===== src/logic/mipv_pkg.sv =====
// Operation
// - fixed polling order within one priority level
// - supply monitor alone above both user levels
// - temperature pending kept internal, no flags
// - wake event from shutdown makes external pending
// - external flags unchanged while core shut down
// - temperature and serial requests latched until entry
// - clearing serial status keeps latched request
// - clock request follows alarm and interval flags
// - clock vector entry does not clear request
// - multi-source vectors not cleared on entry
// - external flag cleared on entry only if edge
// - low-level external keeps requesting while pin low
// - grant pushes pc, loads vector; return pops
// - vectors from 0x0003 in steps of eight
// - one instruction after return or enable access
// - latency between 3.25 and 16.25 instruction cycles
// - higher level preempts; same level never preempts
// - global enable gates every source
// - priority bit one means high user level
package mipv_pkg;
	localparam int NSRC = 13;
	// polling index, 0 polled first
	localparam logic [3:0] S_PSM  = 4'h0;
	localparam logic [3:0] S_RTC  = 4'h1;
	localparam logic [3:0] S_ADE  = 4'h2;
	localparam logic [3:0] S_WDT  = 4'h3;
	localparam logic [3:0] S_TMP  = 4'h4;
	localparam logic [3:0] S_EX0  = 4'h5;
	localparam logic [3:0] S_CT0  = 4'h6;
	localparam logic [3:0] S_EX1  = 4'h7;
	localparam logic [3:0] S_CT1  = 4'h8;
	localparam logic [3:0] S_SPI  = 4'h9;
	localparam logic [3:0] S_UART = 4'hA;
	localparam logic [3:0] S_CT2  = 4'hB;
	localparam logic [3:0] S_UA2  = 4'hC;
	localparam logic [15:0] VEC_BASE = 16'h0003;
	localparam logic [15:0] VEC_STEP = 16'h0008;
	// vector slot of each polling index
	localparam logic [3:0] VEC_SLOT [NSRC] = '{4'h8, 4'hA, 4'h9, 4'hB, 4'h6, 4'h0,
		4'h1, 4'h2, 4'h3, 4'h7, 4'h4, 4'h5, 4'hC};
	// enable register bits
	localparam int IE_EX0 = 0;
	localparam int IE_CT0 = 1;
	localparam int IE_EX1 = 2;
	localparam int IE_CT1 = 3;
	localparam int IE_UART = 4;
	localparam int IE_CT2 = 5;
	localparam int IE_TMP = 6;
	localparam int IE_GLOBAL = 7;
	localparam int IE2_SPI = 0;
	localparam int IE2_PSM = 1;
	localparam int IE2_RTC = 2;
	localparam int IE2_ADE = 3;
	localparam int IE2_UA2 = 5;
	// priority register bits
	localparam int PR_EX0 = 0;
	localparam int PR_CT0 = 1;
	localparam int PR_EX1 = 2;
	localparam int PR_CT1 = 3;
	localparam int PR_UART = 4;
	localparam int PR_CT2 = 5;
	localparam int PR_TMP = 6;
	localparam int PR_ADE = 7;
	localparam int PR2_SPI = 4;
	localparam int PR2_RTC = 6;
	localparam int PR2_UA2 = 7;
	// counter control bits
	localparam int CC_EX0_EDGE = 0;
	localparam int CC_EX0_FLAG = 1;
	localparam int CC_EX1_EDGE = 2;
	localparam int CC_EX1_FLAG = 3;
	localparam logic [7:0] CC_RESET = 8'h00;
	// latency in quarter instruction cycles
	localparam int LAT_MIN_Q = 13;
	localparam int LAT_MAX_Q = 65;
	localparam int CLK_PER_Q = 1;
	localparam logic [7:0] LAT_MIN_CYC = 8'(LAT_MIN_Q * CLK_PER_Q);
	localparam logic [7:0] LAT_MAX_CYC = 8'(LAT_MAX_Q * CLK_PER_Q);
	localparam logic [2:0] LVL_NONE = 3'h0;
	localparam logic [2:0] LVL_LOW  = 3'h1;
	localparam logic [2:0] LVL_HIGH = 3'h2;
	localparam logic [2:0] LVL_PSM  = 3'h4;
	typedef struct packed {
		logic        valid;
		logic [3:0]  src;
		logic [15:0] addr;
	} mipv_grant_t;
	typedef enum logic [2:0] {
		ST_IDLE  = 3'b001,
		ST_WAIT  = 3'b010,
		ST_OFFER = 3'b100
	} mipv_state_t;
endpackage : mipv_pkg


===== src/logic/mipv_ctrl.sv =====
`timescale 1ns/100ps
module mipv_ctrl
	import mipv_pkg::*;
(
	input  wire logic        i_clk,
	input  wire logic        i_rst,
	input  wire logic [7:0]  i_interrupt_enable_reg,
	input  wire logic [7:0]  i_enable_priority2_reg,
	input  wire logic [7:0]  i_priority_select_reg,
	input  wire logic [7:0]  i_counter_control_reg,
	input  wire logic        i_core_shutdown_mode,
	input  wire logic        i_wake_ext0,
	input  wire logic        i_wake_ext1,
	input  wire logic        i_ext0_pin,
	input  wire logic        i_ext1_pin,
	input  wire logic        i_supply_monitor_flag,
	input  wire logic        i_alarm_match_flag,
	input  wire logic        i_interval_elapsed_flag,
	input  wire logic        i_metering_summary_flag,
	input  wire logic        i_watchdog_timeout_flag,
	input  wire logic        i_temperature_adc_pulse,
	input  wire logic        i_counter0_overflow_irq,
	input  wire logic        i_counter1_overflow_irq,
	input  wire logic        i_serial_periph_pulse,
	input  wire logic        i_uart_rx_done_flag,
	input  wire logic        i_uart_tx_done_flag,
	input  wire logic        i_counter2_overflow_flag,
	input  wire logic        i_counter2_external_flag,
	input  wire logic        i_uart2_rx_done_flag,
	input  wire logic        i_uart2_tx_done_flag,
	input  wire logic        i_grant_ack,
	input  wire logic        i_return_from_isr,
	input  wire logic        i_enable_reg_access,
	input  wire logic        i_instr_done,
	output logic             o_irq_req,
	output logic [15:0]      o_vector_addr,
	output logic [3:0]       o_vector_src,
	output logic             o_push_pc,
	output logic             o_ext0_pending_flag,
	output logic             o_ext1_pending_flag,
	output logic             o_counter0_clear,
	output logic             o_counter1_clear,
	output logic [2:0]       o_active_levels
);
	logic [NSRC-1:0] req;
	logic [NSRC-1:0] en;
	logic [NSRC-1:0] hi;
	logic            gen;
	logic            ext0_reg, ext0_next;
	logic            ext1_reg, ext1_next;
	logic            ext0_pin_d_reg, ext1_pin_d_reg;
	logic            tmp_reg, spi_reg;
	logic [2:0]      act_reg;
	logic            block_reg;
	logic [7:0]      lat_reg;
	mipv_state_t     st_reg, st_next;
	mipv_grant_t     gr_reg;
	logic [NSRC-1:0] cand_psm, cand_hi, cand_lo;
	logic [2:0]      lvl_sel;
	logic [NSRC-1:0] cand;
	logic [3:0]      pick;
	logic            pick_ok;
	logic            entry;
	logic [2:0]      top_act;

	// lowest index wins the poll
	function automatic logic [3:0] first_set(input logic [NSRC-1:0] v);
		logic [3:0] r;
		r = 4'h0;
		for (int k = NSRC - 1; k >= 0; k--) begin
			if (v[k]) begin
				r = 4'(k);
			end
		end
		return r;
	endfunction : first_set

	function automatic logic [15:0] vec_of(input logic [3:0] s);
		logic [15:0] slot;
		slot = {12'h000, VEC_SLOT[s]};
		return 16'(VEC_BASE + (slot << 3));
	endfunction : vec_of

	assign entry = i_grant_ack && (st_reg == ST_OFFER);

	// edge detect and wake latch; flags frozen while shut down
	wire ext0_fall = ext0_pin_d_reg && !i_ext0_pin;
	wire ext1_fall = ext1_pin_d_reg && !i_ext1_pin;
	wire ext0_edge = i_counter_control_reg[CC_EX0_EDGE];
	wire ext1_edge = i_counter_control_reg[CC_EX1_EDGE];
	wire ext0_clr  = entry && gr_reg.src == S_EX0 && ext0_edge;
	wire ext1_clr  = entry && gr_reg.src == S_EX1 && ext1_edge;
	wire ext0_set  = !i_core_shutdown_mode && (ext0_edge ? ext0_fall : 1'b0);
	wire ext1_set  = !i_core_shutdown_mode && (ext1_edge ? ext1_fall : 1'b0);

	always_comb begin
		ext0_next = ext0_reg;
		ext1_next = ext1_reg;
		if (ext0_clr) begin
			ext0_next = 1'b0;
		end
		if (ext1_clr) begin
			ext1_next = 1'b0;
		end
		// set wins over clear
		if (ext0_set) begin
			ext0_next = 1'b1;
		end
		if (ext1_set) begin
			ext1_next = 1'b1;
		end
	end

	// wake pending kept apart from the visible flag
	logic wake0_reg, wake1_reg;
	wire  wake0_clr = entry && gr_reg.src == S_EX0;
	wire  wake1_clr = entry && gr_reg.src == S_EX1;

	// request vector in polling order
	assign req[S_PSM]  = i_supply_monitor_flag;
	assign req[S_RTC]  = i_alarm_match_flag || i_interval_elapsed_flag;
	assign req[S_ADE]  = i_metering_summary_flag;
	assign req[S_WDT]  = i_watchdog_timeout_flag;
	assign req[S_TMP]  = tmp_reg;
	assign req[S_EX0]  = ext0_reg || wake0_reg || (!ext0_edge && !i_ext0_pin);
	assign req[S_CT0]  = i_counter0_overflow_irq;
	assign req[S_EX1]  = ext1_reg || wake1_reg || (!ext1_edge && !i_ext1_pin);
	assign req[S_CT1]  = i_counter1_overflow_irq;
	assign req[S_SPI]  = spi_reg;
	assign req[S_UART] = i_uart_rx_done_flag || i_uart_tx_done_flag;
	assign req[S_CT2]  = i_counter2_overflow_flag || i_counter2_external_flag;
	assign req[S_UA2]  = i_uart2_rx_done_flag || i_uart2_tx_done_flag;

	assign gen = i_interrupt_enable_reg[IE_GLOBAL];
	assign en[S_PSM]  = i_enable_priority2_reg[IE2_PSM];
	assign en[S_RTC]  = i_enable_priority2_reg[IE2_RTC];
	assign en[S_ADE]  = i_enable_priority2_reg[IE2_ADE];
	// watchdog interrupt gating lives in the watchdog block
	assign en[S_WDT]  = 1'b1;
	assign en[S_TMP]  = i_interrupt_enable_reg[IE_TMP];
	assign en[S_EX0]  = i_interrupt_enable_reg[IE_EX0];
	assign en[S_CT0]  = i_interrupt_enable_reg[IE_CT0];
	assign en[S_EX1]  = i_interrupt_enable_reg[IE_EX1];
	assign en[S_CT1]  = i_interrupt_enable_reg[IE_CT1];
	assign en[S_SPI]  = i_enable_priority2_reg[IE2_SPI];
	assign en[S_UART] = i_interrupt_enable_reg[IE_UART];
	assign en[S_CT2]  = i_interrupt_enable_reg[IE_CT2];
	assign en[S_UA2]  = i_enable_priority2_reg[IE2_UA2];

	assign hi[S_PSM]  = 1'b0;
	assign hi[S_RTC]  = i_enable_priority2_reg[PR2_RTC];
	assign hi[S_ADE]  = i_priority_select_reg[PR_ADE];
	assign hi[S_WDT]  = 1'b1;
	assign hi[S_TMP]  = i_priority_select_reg[PR_TMP];
	assign hi[S_EX0]  = i_priority_select_reg[PR_EX0];
	assign hi[S_CT0]  = i_priority_select_reg[PR_CT0];
	assign hi[S_EX1]  = i_priority_select_reg[PR_EX1];
	assign hi[S_CT1]  = i_priority_select_reg[PR_CT1];
	assign hi[S_SPI]  = i_enable_priority2_reg[PR2_SPI];
	assign hi[S_UART] = i_priority_select_reg[PR_UART];
	assign hi[S_CT2]  = i_priority_select_reg[PR_CT2];
	assign hi[S_UA2]  = i_enable_priority2_reg[PR2_UA2];

	wire [NSRC-1:0] live = gen ? (req & en) : '0;
	assign cand_psm = live & (NSRC'(1) << S_PSM);
	assign cand_hi  = live & hi & ~(NSRC'(1) << S_PSM);
	assign cand_lo  = live & ~hi & ~(NSRC'(1) << S_PSM);

	// a level may interrupt only when nothing at or above it runs
	assign lvl_sel = (|cand_psm && act_reg[2] == 1'b0) ? LVL_PSM :
		(|cand_hi && act_reg[2:1] == 2'b00) ? LVL_HIGH :
		(|cand_lo && act_reg == 3'b000) ? LVL_LOW : LVL_NONE;
	assign cand = (lvl_sel == LVL_PSM) ? cand_psm :
		(lvl_sel == LVL_HIGH) ? cand_hi :
		(lvl_sel == LVL_LOW) ? cand_lo : '0;
	assign pick    = first_set(cand);
	assign pick_ok = |cand && !block_reg;

	// highest active level ends on return
	assign top_act = act_reg[2] ? LVL_PSM : act_reg[1] ? LVL_HIGH : act_reg[0] ? LVL_LOW : LVL_NONE;

	always_comb begin
		st_next = st_reg;
		case (st_reg)
			ST_IDLE: begin
				if (pick_ok) begin
					st_next = ST_WAIT;
				end
			end
			ST_WAIT: begin
				// hold minimum latency before offering
				if (!pick_ok) begin
					st_next = ST_IDLE;
				end else if (lat_reg >= LAT_MIN_CYC - 8'h01) begin
					st_next = ST_OFFER;
				end
			end
			ST_OFFER: begin
				if (entry) begin
					st_next = ST_IDLE;
				end
			end
			default: begin
				st_next = ST_IDLE;
			end
		endcase
	end

	always_ff @(posedge i_clk) begin
		if (i_rst) begin
			st_reg  <= ST_IDLE;
			lat_reg <= 8'h00;
			gr_reg  <= '0;
		end else begin
			st_reg  <= st_next;
			lat_reg <= (st_reg == ST_WAIT) ? lat_reg + 8'h01 : 8'h00;
			if (st_reg == ST_WAIT && st_next == ST_OFFER) begin
				gr_reg <= '{valid: 1'b1, src: pick, addr: vec_of(pick)};
			end else if (entry) begin
				gr_reg.valid <= 1'b0;
			end
		end
	end

	always_ff @(posedge i_clk) begin
		if (i_rst) begin
			act_reg <= 3'b000;
		end else if (entry) begin
			act_reg <= act_reg | ((gr_reg.src == S_PSM) ? LVL_PSM :
				hi[gr_reg.src] ? LVL_HIGH : LVL_LOW);
		end else if (i_return_from_isr) begin
			act_reg <= act_reg & ~top_act;
		end
	end

	// one instruction must finish after a return or enable access
	always_ff @(posedge i_clk) begin
		if (i_rst) begin
			block_reg <= 1'b0;
		end else if (i_return_from_isr || i_enable_reg_access) begin
			block_reg <= 1'b1;
		end else if (i_instr_done) begin
			block_reg <= 1'b0;
		end
	end

	always_ff @(posedge i_clk) begin
		if (i_rst) begin
			ext0_reg       <= CC_RESET[CC_EX0_FLAG];
			ext1_reg       <= CC_RESET[CC_EX1_FLAG];
			ext0_pin_d_reg <= 1'b1;
			ext1_pin_d_reg <= 1'b1;
			wake0_reg      <= 1'b0;
			wake1_reg      <= 1'b0;
			tmp_reg        <= 1'b0;
			spi_reg        <= 1'b0;
		end else begin
			ext0_reg       <= ext0_next;
			ext1_reg       <= ext1_next;
			ext0_pin_d_reg <= i_ext0_pin;
			ext1_pin_d_reg <= i_ext1_pin;
			// set wins over clear in every latch below
			wake0_reg <= (i_wake_ext0 && i_core_shutdown_mode) || (wake0_reg && !wake0_clr);
			wake1_reg <= (i_wake_ext1 && i_core_shutdown_mode) || (wake1_reg && !wake1_clr);
			tmp_reg <= i_temperature_adc_pulse ||
				(tmp_reg && !(entry && gr_reg.src == S_TMP));
			// status clears never reach here
			spi_reg <= i_serial_periph_pulse ||
				(spi_reg && !(entry && gr_reg.src == S_SPI));
		end
	end

	assign o_irq_req           = gr_reg.valid;
	assign o_vector_addr       = gr_reg.addr;
	assign o_vector_src        = gr_reg.src;
	assign o_push_pc           = entry;
	assign o_ext0_pending_flag = ext0_reg;
	assign o_ext1_pending_flag = ext1_reg;
	// counter flags are owned by the counters; entry clears them
	assign o_counter0_clear    = entry && gr_reg.src == S_CT0;
	assign o_counter1_clear    = entry && gr_reg.src == S_CT1;
	assign o_active_levels     = act_reg;
endmodule : mipv_ctrl


===== config.mk =====
export PLATFORM = sky130hd
export DESIGN_NAME = mipv_ctrl
export DESIGN_NICKNAME = d
export VERILOG_FILES = /design/src/logic/mipv_pkg.sv /design/src/logic/mipv_ctrl.sv
export SDC_FILE = /design/constraint.sdc
export NUM_CORES = 1
export LEC_CHECK = 0
export BUFFER_PORTS_ARGS = -buffer_cell sky130_fd_sc_hd__buf_2
export CORE_AREA = 3 3 89 91
export DETAILED_ROUTE_END_ITERATION = 8
export DIE_AREA = 0 0 92 94
export PLACE_DENSITY = 0.62
export SYNTH_ARGS = -nofsm -noshare
export SYNTH_HDL_FRONTEND = slang
export SYNTH_SLANG_ARGS = --single-unit

===== constraint.sdc =====
create_clock -name i_clk -period 3.5 [get_ports i_clk]
set_input_delay 0.525 -clock i_clk [delete_from_list [all_inputs] [get_ports i_clk]]
set_output_delay 0.525 -clock i_clk [all_outputs]
set_load 0.01 [all_outputs]

Yosys cells after proc, flatten, opt, wreduce, memory -nomap -nowiden

Memories as Yosys holds them, arrays and structs flattened.
Cells that the tools add are included.

Input port bits: 58
Latch bits: 0
Register bits: 44
Bits in writable memories: 0
Bits in read-only memories: 64
Word-level logic and storage cells: 151
Output and inout bits: 29
Memories kept: 1

Memory list:

| memory           | depth | bits a word | read ports | clocked after Yosys merged registers in | wr ports | line            | RTL |
|---|---|---|---|---|---|---|---|
| (name not given) | 16    | 4           | 1          | 0                                       | 0        | mipv_ctrl.sv:80 | `slot = {12'h000, VEC_SLOT[s]};` |

Divide/modulo/power cells: 0
Shift-type cells: 0
Multipliers: 0
Reductions and logical operators: 61
Bitwise gates (word level): 10
Mux-type cells: 46
Equality and inequality tests: 13
Add/sub/neg operators: 2
Order comparisons: 3

Operators with widths:

| kind                  | number |
|---|---|
| $mux W4               | 15 |
| $mux W13              | 4 |
| $and A13 B13 Y13      | 3 |
| $mux W3               | 9 |
| $logic_and A1 B1 Y1   | 26 |
| $reduce_or A12 Y1     | 2 |
| $eq A4 B3 Y1 const B  | 4 |
| $logic_or A1 B1 Y1    | 13 |
| $mux W1               | 13 |
| $not A13 Y13          | 1 |
| $reduce_or A13 Y1     | 1 |
| $logic_not A1 Y1      | 10 |
| $reduce_bool A2 Y1    | 5 |
| $eq A3 B3 Y1 const B  | 3 |
| $pmux W3 S3           | 1 |
| $add A2 B7 Y8 const A | 1 |
| $add A8 B1 Y8 const B | 1 |
| $eq A4 B4 Y1 const B  | 2 |
| $ge A8 B4 Y1 const B  | 1 |
| $eq A3 B1 Y1 const B  | 2 |
| $eq A3 B2 Y1 const B  | 2 |
| $mux W2               | 3 |
| $ge A5 B5 Y1 const B  | 1 |
| $lt A4 B5 Y1 const B  | 1 |
| 10 further kinds      | 11 |

Depth between registers and ports, before layout

Word-level depth: 33
Mapped depth: 15
Mapped depth without buffers: 12

Worst setup path after synthesis

Ideal clock, no wire load.

Kind: input -> register
Start: in i_interrupt_enable_reg[7]
End: reg gr_reg, in the netlist o_vector_addr[4]
Setup time: 0.095 ns
Stages: 15
Setup slack: 0.330 ns
Data required time: 3.405 ns
Buffers on the path: 3
Data arrival time: 3.074 ns
Path through: buf_6 -> buf_6 -> buf_6 -> nand3_1 -> and2_1 -> and4_1 -> a31o_2 -> a2111oi_0 -> or3_1 -> nor2b_1 -> inv_1 -> ha_1 -> nand3_1 -> o221ai_1 -> a221oi_1

Elaborated cells on any way between the ends: 42
Those cells by class: 1 x add/sub; 4 x eq/ne; 25 x mux; 3 x bitwise; 8 x reduce/logical; 1 x memory

RTL lines:

| element                                        | line             | RTL |
|---|---|---|
| start, declared                                | mipv_ctrl.sv:7   | `input wire logic [7:0] i_interrupt_enable_reg,` |
| $mux W13 (*)                                   | mipv_ctrl.sv:164 | `wire [NSRC-1:0] live = gen ? (req & en) : '0;` |
| $and A13 B13 Y13                               | mipv_ctrl.sv:167 | `assign cand_lo = live & ~hi & ~(NSRC'(1) << S_PSM);` |
| $reduce_or A12 Y1                              | mipv_ctrl.sv:172 | `(\|cand_lo && act_reg == 3'b000) ? LVL_LOW : LVL_NONE;` |
| $logic_and A1 B1 Y1                            | mipv_ctrl.sv:172 |  |
| $mux W1                                        | mipv_ctrl.sv:172 |  |
| $mux W2                                        | mipv_ctrl.sv:171 | `(\|cand_hi && act_reg[2:1] == 2'b00) ? LVL_HIGH :` |
| $mux W3                                        | mipv_ctrl.sv:170 | `assign lvl_sel = (\|cand_psm && act_reg[2] == 1'b0) ? LVL_PSM :` |
| $eq A3 B1 Y1                                   | mipv_ctrl.sv:175 | `(lvl_sel == LVL_LOW) ? cand_lo : '0;` |
| [2 not listed]                                 | n/a              |  |
| $mux W13 (*)                                   | mipv_ctrl.sv:173 | `assign cand = (lvl_sel == LVL_PSM) ? cand_psm :` |
| $mux W4 (11 in a row)                          | mipv_ctrl.sv:71  | `if (v[k]) begin` |
| $mux W4 (*)                                    | mipv_ctrl.sv:71  |  |
| named net pick[1]                              | mipv_ctrl.sv:61  | `logic [3:0] pick;` |
| $not A4 Y5 (implied by the code) (*)           | mipv_ctrl.sv:80  |  |
| $mem_v2 Z16 W4 (*)                             | n/a              |  |
| $mux W4 (implied by the code) (*) (2 in a row) | mipv_ctrl.sv:80  |  |
| $add A2 B7 Y8 (*)                              | mipv_ctrl.sv:81  | `return 16'(VEC_BASE + (slot << 3));` |
| end signal, assigned                           | mipv_ctrl.sv:218 | `gr_reg <= '{valid: 1'b1, src: pick, addr: vec_of(pick)};` |
| end, declared                                  | mipv_ctrl.sv:57  | `mipv_grant_t gr_reg;` |

Mark *: on every way through the listed nets, which the timed path passes. The rest lies on a longest branch. The select of a mux whose other input is x is not followed.
A chain may end at the register's enable or synchronous reset.

Worst setup path after layout

Start: in i_interval_elapsed_flag
End: reg gr_reg, in the netlist o_vector_addr[4]

Longest elaborated chain between the ends: 31
Elaborated cells on any way between the ends: 43
Those cells by class: 1 x add/sub; 4 x eq/ne; 25 x mux; 4 x bitwise; 8 x reduce/logical; 1 x memory

RTL lines:

| element                                    | line             | RTL |
|---|---|---|
| start, declared                            | mipv_ctrl.sv:18  | `input wire logic i_interval_elapsed_flag,` |
| $logic_or A1 B1 Y1 (*)                     | mipv_ctrl.sv:121 | `assign req[S_RTC] = i_alarm_match_flag \|\| i_interval_elapsed_flag;` |
| $and A13 B13 Y13 (*)                       | mipv_ctrl.sv:164 |  |
| $mux W13 (*)                               | mipv_ctrl.sv:164 |  |
| $and A13 B13 Y13                           | mipv_ctrl.sv:167 |  |
| $reduce_or A12 Y1                          | mipv_ctrl.sv:172 |  |
| $logic_and A1 B1 Y1                        | mipv_ctrl.sv:172 |  |
| $mux W1                                    | mipv_ctrl.sv:172 |  |
| $mux W2                                    | mipv_ctrl.sv:171 |  |
| [2 not listed]                             | n/a              |  |
| $mux W13                                   | mipv_ctrl.sv:175 |  |
| $mux W13                                   | mipv_ctrl.sv:174 | `(lvl_sel == LVL_HIGH) ? cand_hi :` |
| $mux W13 (*)                               | mipv_ctrl.sv:173 |  |
| $mux W4 (13 in a row)                      | mipv_ctrl.sv:71  |  |
| $not A4 Y5 (implied by the code)           | mipv_ctrl.sv:80  |  |
| $mem_v2 Z16 W4                             | n/a              |  |
| $mux W4 (implied by the code) (2 in a row) | mipv_ctrl.sv:80  |  |
| $add A2 B7 Y8                              | mipv_ctrl.sv:81  |  |

Mark *: on every way between the ends. The rest lies on a longest branch, timed or not. The select of a mux whose other input is x is not followed.

==> run_results.csv <==
group,metric,value,unit
route,ant_nets,0,
clock_tree,insertion_delay,0.28,ns
synth,synthCells,328,
clock_tree,cts_buffers,5,
finish,fin_nets,489,
clock_tree,post_cts_buffers,0,
die,num_io_pins,87,
finish,fill_cells,770,
finish,fin_area,3270,sq um
critical_path,r2r_end,"o_vector_addr[4]",
critical_path,reg2reg_setup_slack,0.29,ns
grt,grt_pass1_wl,12100,um
clock_tree,cts-root-buf,"clkbuf_8",
die,row_count,31,
clock_tree,clockBufferDepth,2,
die,start_util,34.9,%
clock_tree,clkSlewWorstSetupHoldPaths,0.07,ns
critical_path,cp_data_arrival_time,3.46,ns
critical_path,end_kind,"register",
finish,antenna_cells,0,
finish,area_delta_synth_final,29.7,%
finish,largest_register_ffs,8,
route,vias,2738,
grt,globalRouteTotalUtil,17.3,%
route,drt_iter0_markers,150,
power_and_ir_drop,p_leak,1.45,nW
critical_path,r2r_cells,13,
synth,synth_edf_count,0,
timing,fin_crit_sh,93.5,%
timing,slew_headroom,55.0,%
synth,ys_seq_area_share,26.2,%
synth,synthDistinctLibCells,61,
grt,grt_start_max_net_pins,29,
place,postPlaceCellArea,3150,sq um
synth,synthFlopType,"dfxtp_1",
min_path,min_from,"o_vector_addr[1]",
timing,rsz0062_at_grt,"no",
route,wl_per_cell,14.0,um
synth,ys_warn_count,0,
critical_path,reg2reg_from,"o_active_levels[0]",
timing,final_max_slew_viol_count,0,
grt,grt_pass1_vias,2512,
run,timing.max_cap.violations,0,
timing,worst_pin_slew,0.670,ns
die,die-area,8650,sq um
power_and_ir_drop,p_per_area,319,nW/um^2
timing,setup_slack,0.226,ns
route,routed_wirelength,7390,um
route,drt_first_pass_iters,4,
place,gp_congestion,0.949,
place,portBuffers,70,
critical_path,worstPathMaxFanout,6,
die,core,7210,sq um
status,outcome,"complete, no violations",
finish,drive_gt1_share,32.1,%
critical_path,critPathRequiredTime,3.69,ns
timing,timing_hold_violations_final,0,
critical_path,startpoint_type,"input pin",
finish,final_common_cell,"buf_2",
grt,overflow,0,
min_path,hp-class,"register to register",
grt,antenna_found_initial,0,
timing,fin_skew,0.0115,ns
die,die_y,94,um
finish,layout_common_cells,"buf_2, nor2_1, buf_4, dfxtp_1, nand2_1",
place,post-place-ws,-0.132,ns
timing,setup_viol,0,
power_and_ir_drop,peakVddDrop,149,uV
clock_tree,cts-hold-fix-buffers,0,
place,dp_hpwl,5950,um
route,viasPerCell,5.21,
synth,syn_area,2520,sq um
synth,avgSynthCellArea,7.69,sq um
min_path,min_to,"o_vector_addr[1]",
timing,fin_crit,3.27,ns
route,route.detailed.drc,0,
clock_tree,htreeDepth,2,
min_path,hold-path-cell-count,2,
critical_path,crit_type,"input pin to register",
synth,ys_ff_latch,33,
clock_tree,cts_sinks,33,
clock_tree,cts_tree,"built",
timing,max_freq,305,MHz
clock_tree,cts.repair.resized,0,
die,die_width,92,um
synth,async_flop_share,0,%
timing,holdWs,0.454,ns
==> logic make-up (layout without fill, tap and decap cells) <==
logic type	Yosys count	in the layout	synth area share [%]
XOR/XNOR	6	6	2.08
buffers and inverters	36	126	8.34
AND/OR/NAND/NOR	157	157	32.6
other	1	10	0.149
flip-flops	33	33	26.2
AO/OA/AOI/OAI	83	83	24.4
multiplexers	7	7	3.77
adder cells (fa/ha/maj)	5	5	2.48
==> report_power, final <==
group          internal [W]  switching (W)  leakage (nW)
Clock              0.000232       0.000137        0.0585
Sequential         0.000385     0.00000687         0.268
Combinational      0.000132       0.000149          1.13
==> per-stage QoR <==
stage / total power [W] / setup TNS (ns) / utilization [%] / instances
2_1_floorplan: 0.000564 / 0 / - / 337
3_3_place_gp: 0.000673 / -0.0349 / 43.7 / 518
3_5_place_dp: 0.000677 / -0.189 / 43.7 / 518
4_1_cts: 0.00105 / 0 / 45.3 / 526
5_1_grt: 0.00110 / 0 / 45.3 / 526
6_report: 0.00104 / 0 / 45.3 / 526
==> Yosys cell counts, types with 7 or more instances <==
master,n,area share [%]
nand4_1,9,2.2
or2_2,8,2.0
nor2_1,48,7.1
o21ai_0,9,1.8
nor3_1,10,2.0
inv_1,11,1.6
buf_4,11,3.3
nand3_1,18,3.6
nand2_1,25,3.7
dfxtp_1,33,26
a21oi_1,21,4.2
clkbuf_1,7,1.0
==> routing by layer <==
metal  track usage [%]  vias to the layer above  part of all wire [%]
li1                  -                     1384                     -
met1              24.1                     1255                    48
met2              27.1                       93                    44
met3              3.69                        6                   6.5
met4              4.58                        0                  0.84
met5                 0                        -                     0
==> worst max path at each step <==
stage | slack [ns] | to | start
floorplan | 0.33 | o_vector_addr[4] | i_interrupt_enable_reg[7]
global placement | -0.03 | o_vector_addr[4] | i_interval_elapsed_flag
CTS | 0.16 | o_vector_addr[4] | i_interval_elapsed_flag
finish | 0.23 | o_vector_addr[4] | i_interval_elapsed_flag
detailed placement | -0.13 | o_vector_addr[4] | i_interval_elapsed_flag
global route | 0.01 | o_vector_addr[4] | i_uart_tx_done_flag
==> worst max-delay path, cell delays in order <==
cell and delay [ns]:
buf_2 0.11, o2111ai_1 0.27, nand4_1 0.19, or3_1 0.53
o41a_1 0.40, o211ai_1 0.17, a21oi_1 0.11, o211ai_1 0.29
inv_1 0.14, ha_1 0.31, nand3_1 0.07, o221ai_1 0.12
a221oi_1 0.24
==> layout make-up <==
class	count	area, sq um	area share, %
Tap cell	99	124	3.79
Multi-Input combinational cell	268	1690	51.6
Inverter	11	41.3	1.26
Timing Repair Buffer	107	641	19.6
Clock inverter	1	30.0	0.918
Sequential cell	33	661	20.2
Clock buffer	7	86.3	2.64
No activity file was read; power rests on OpenSTA's default activity.
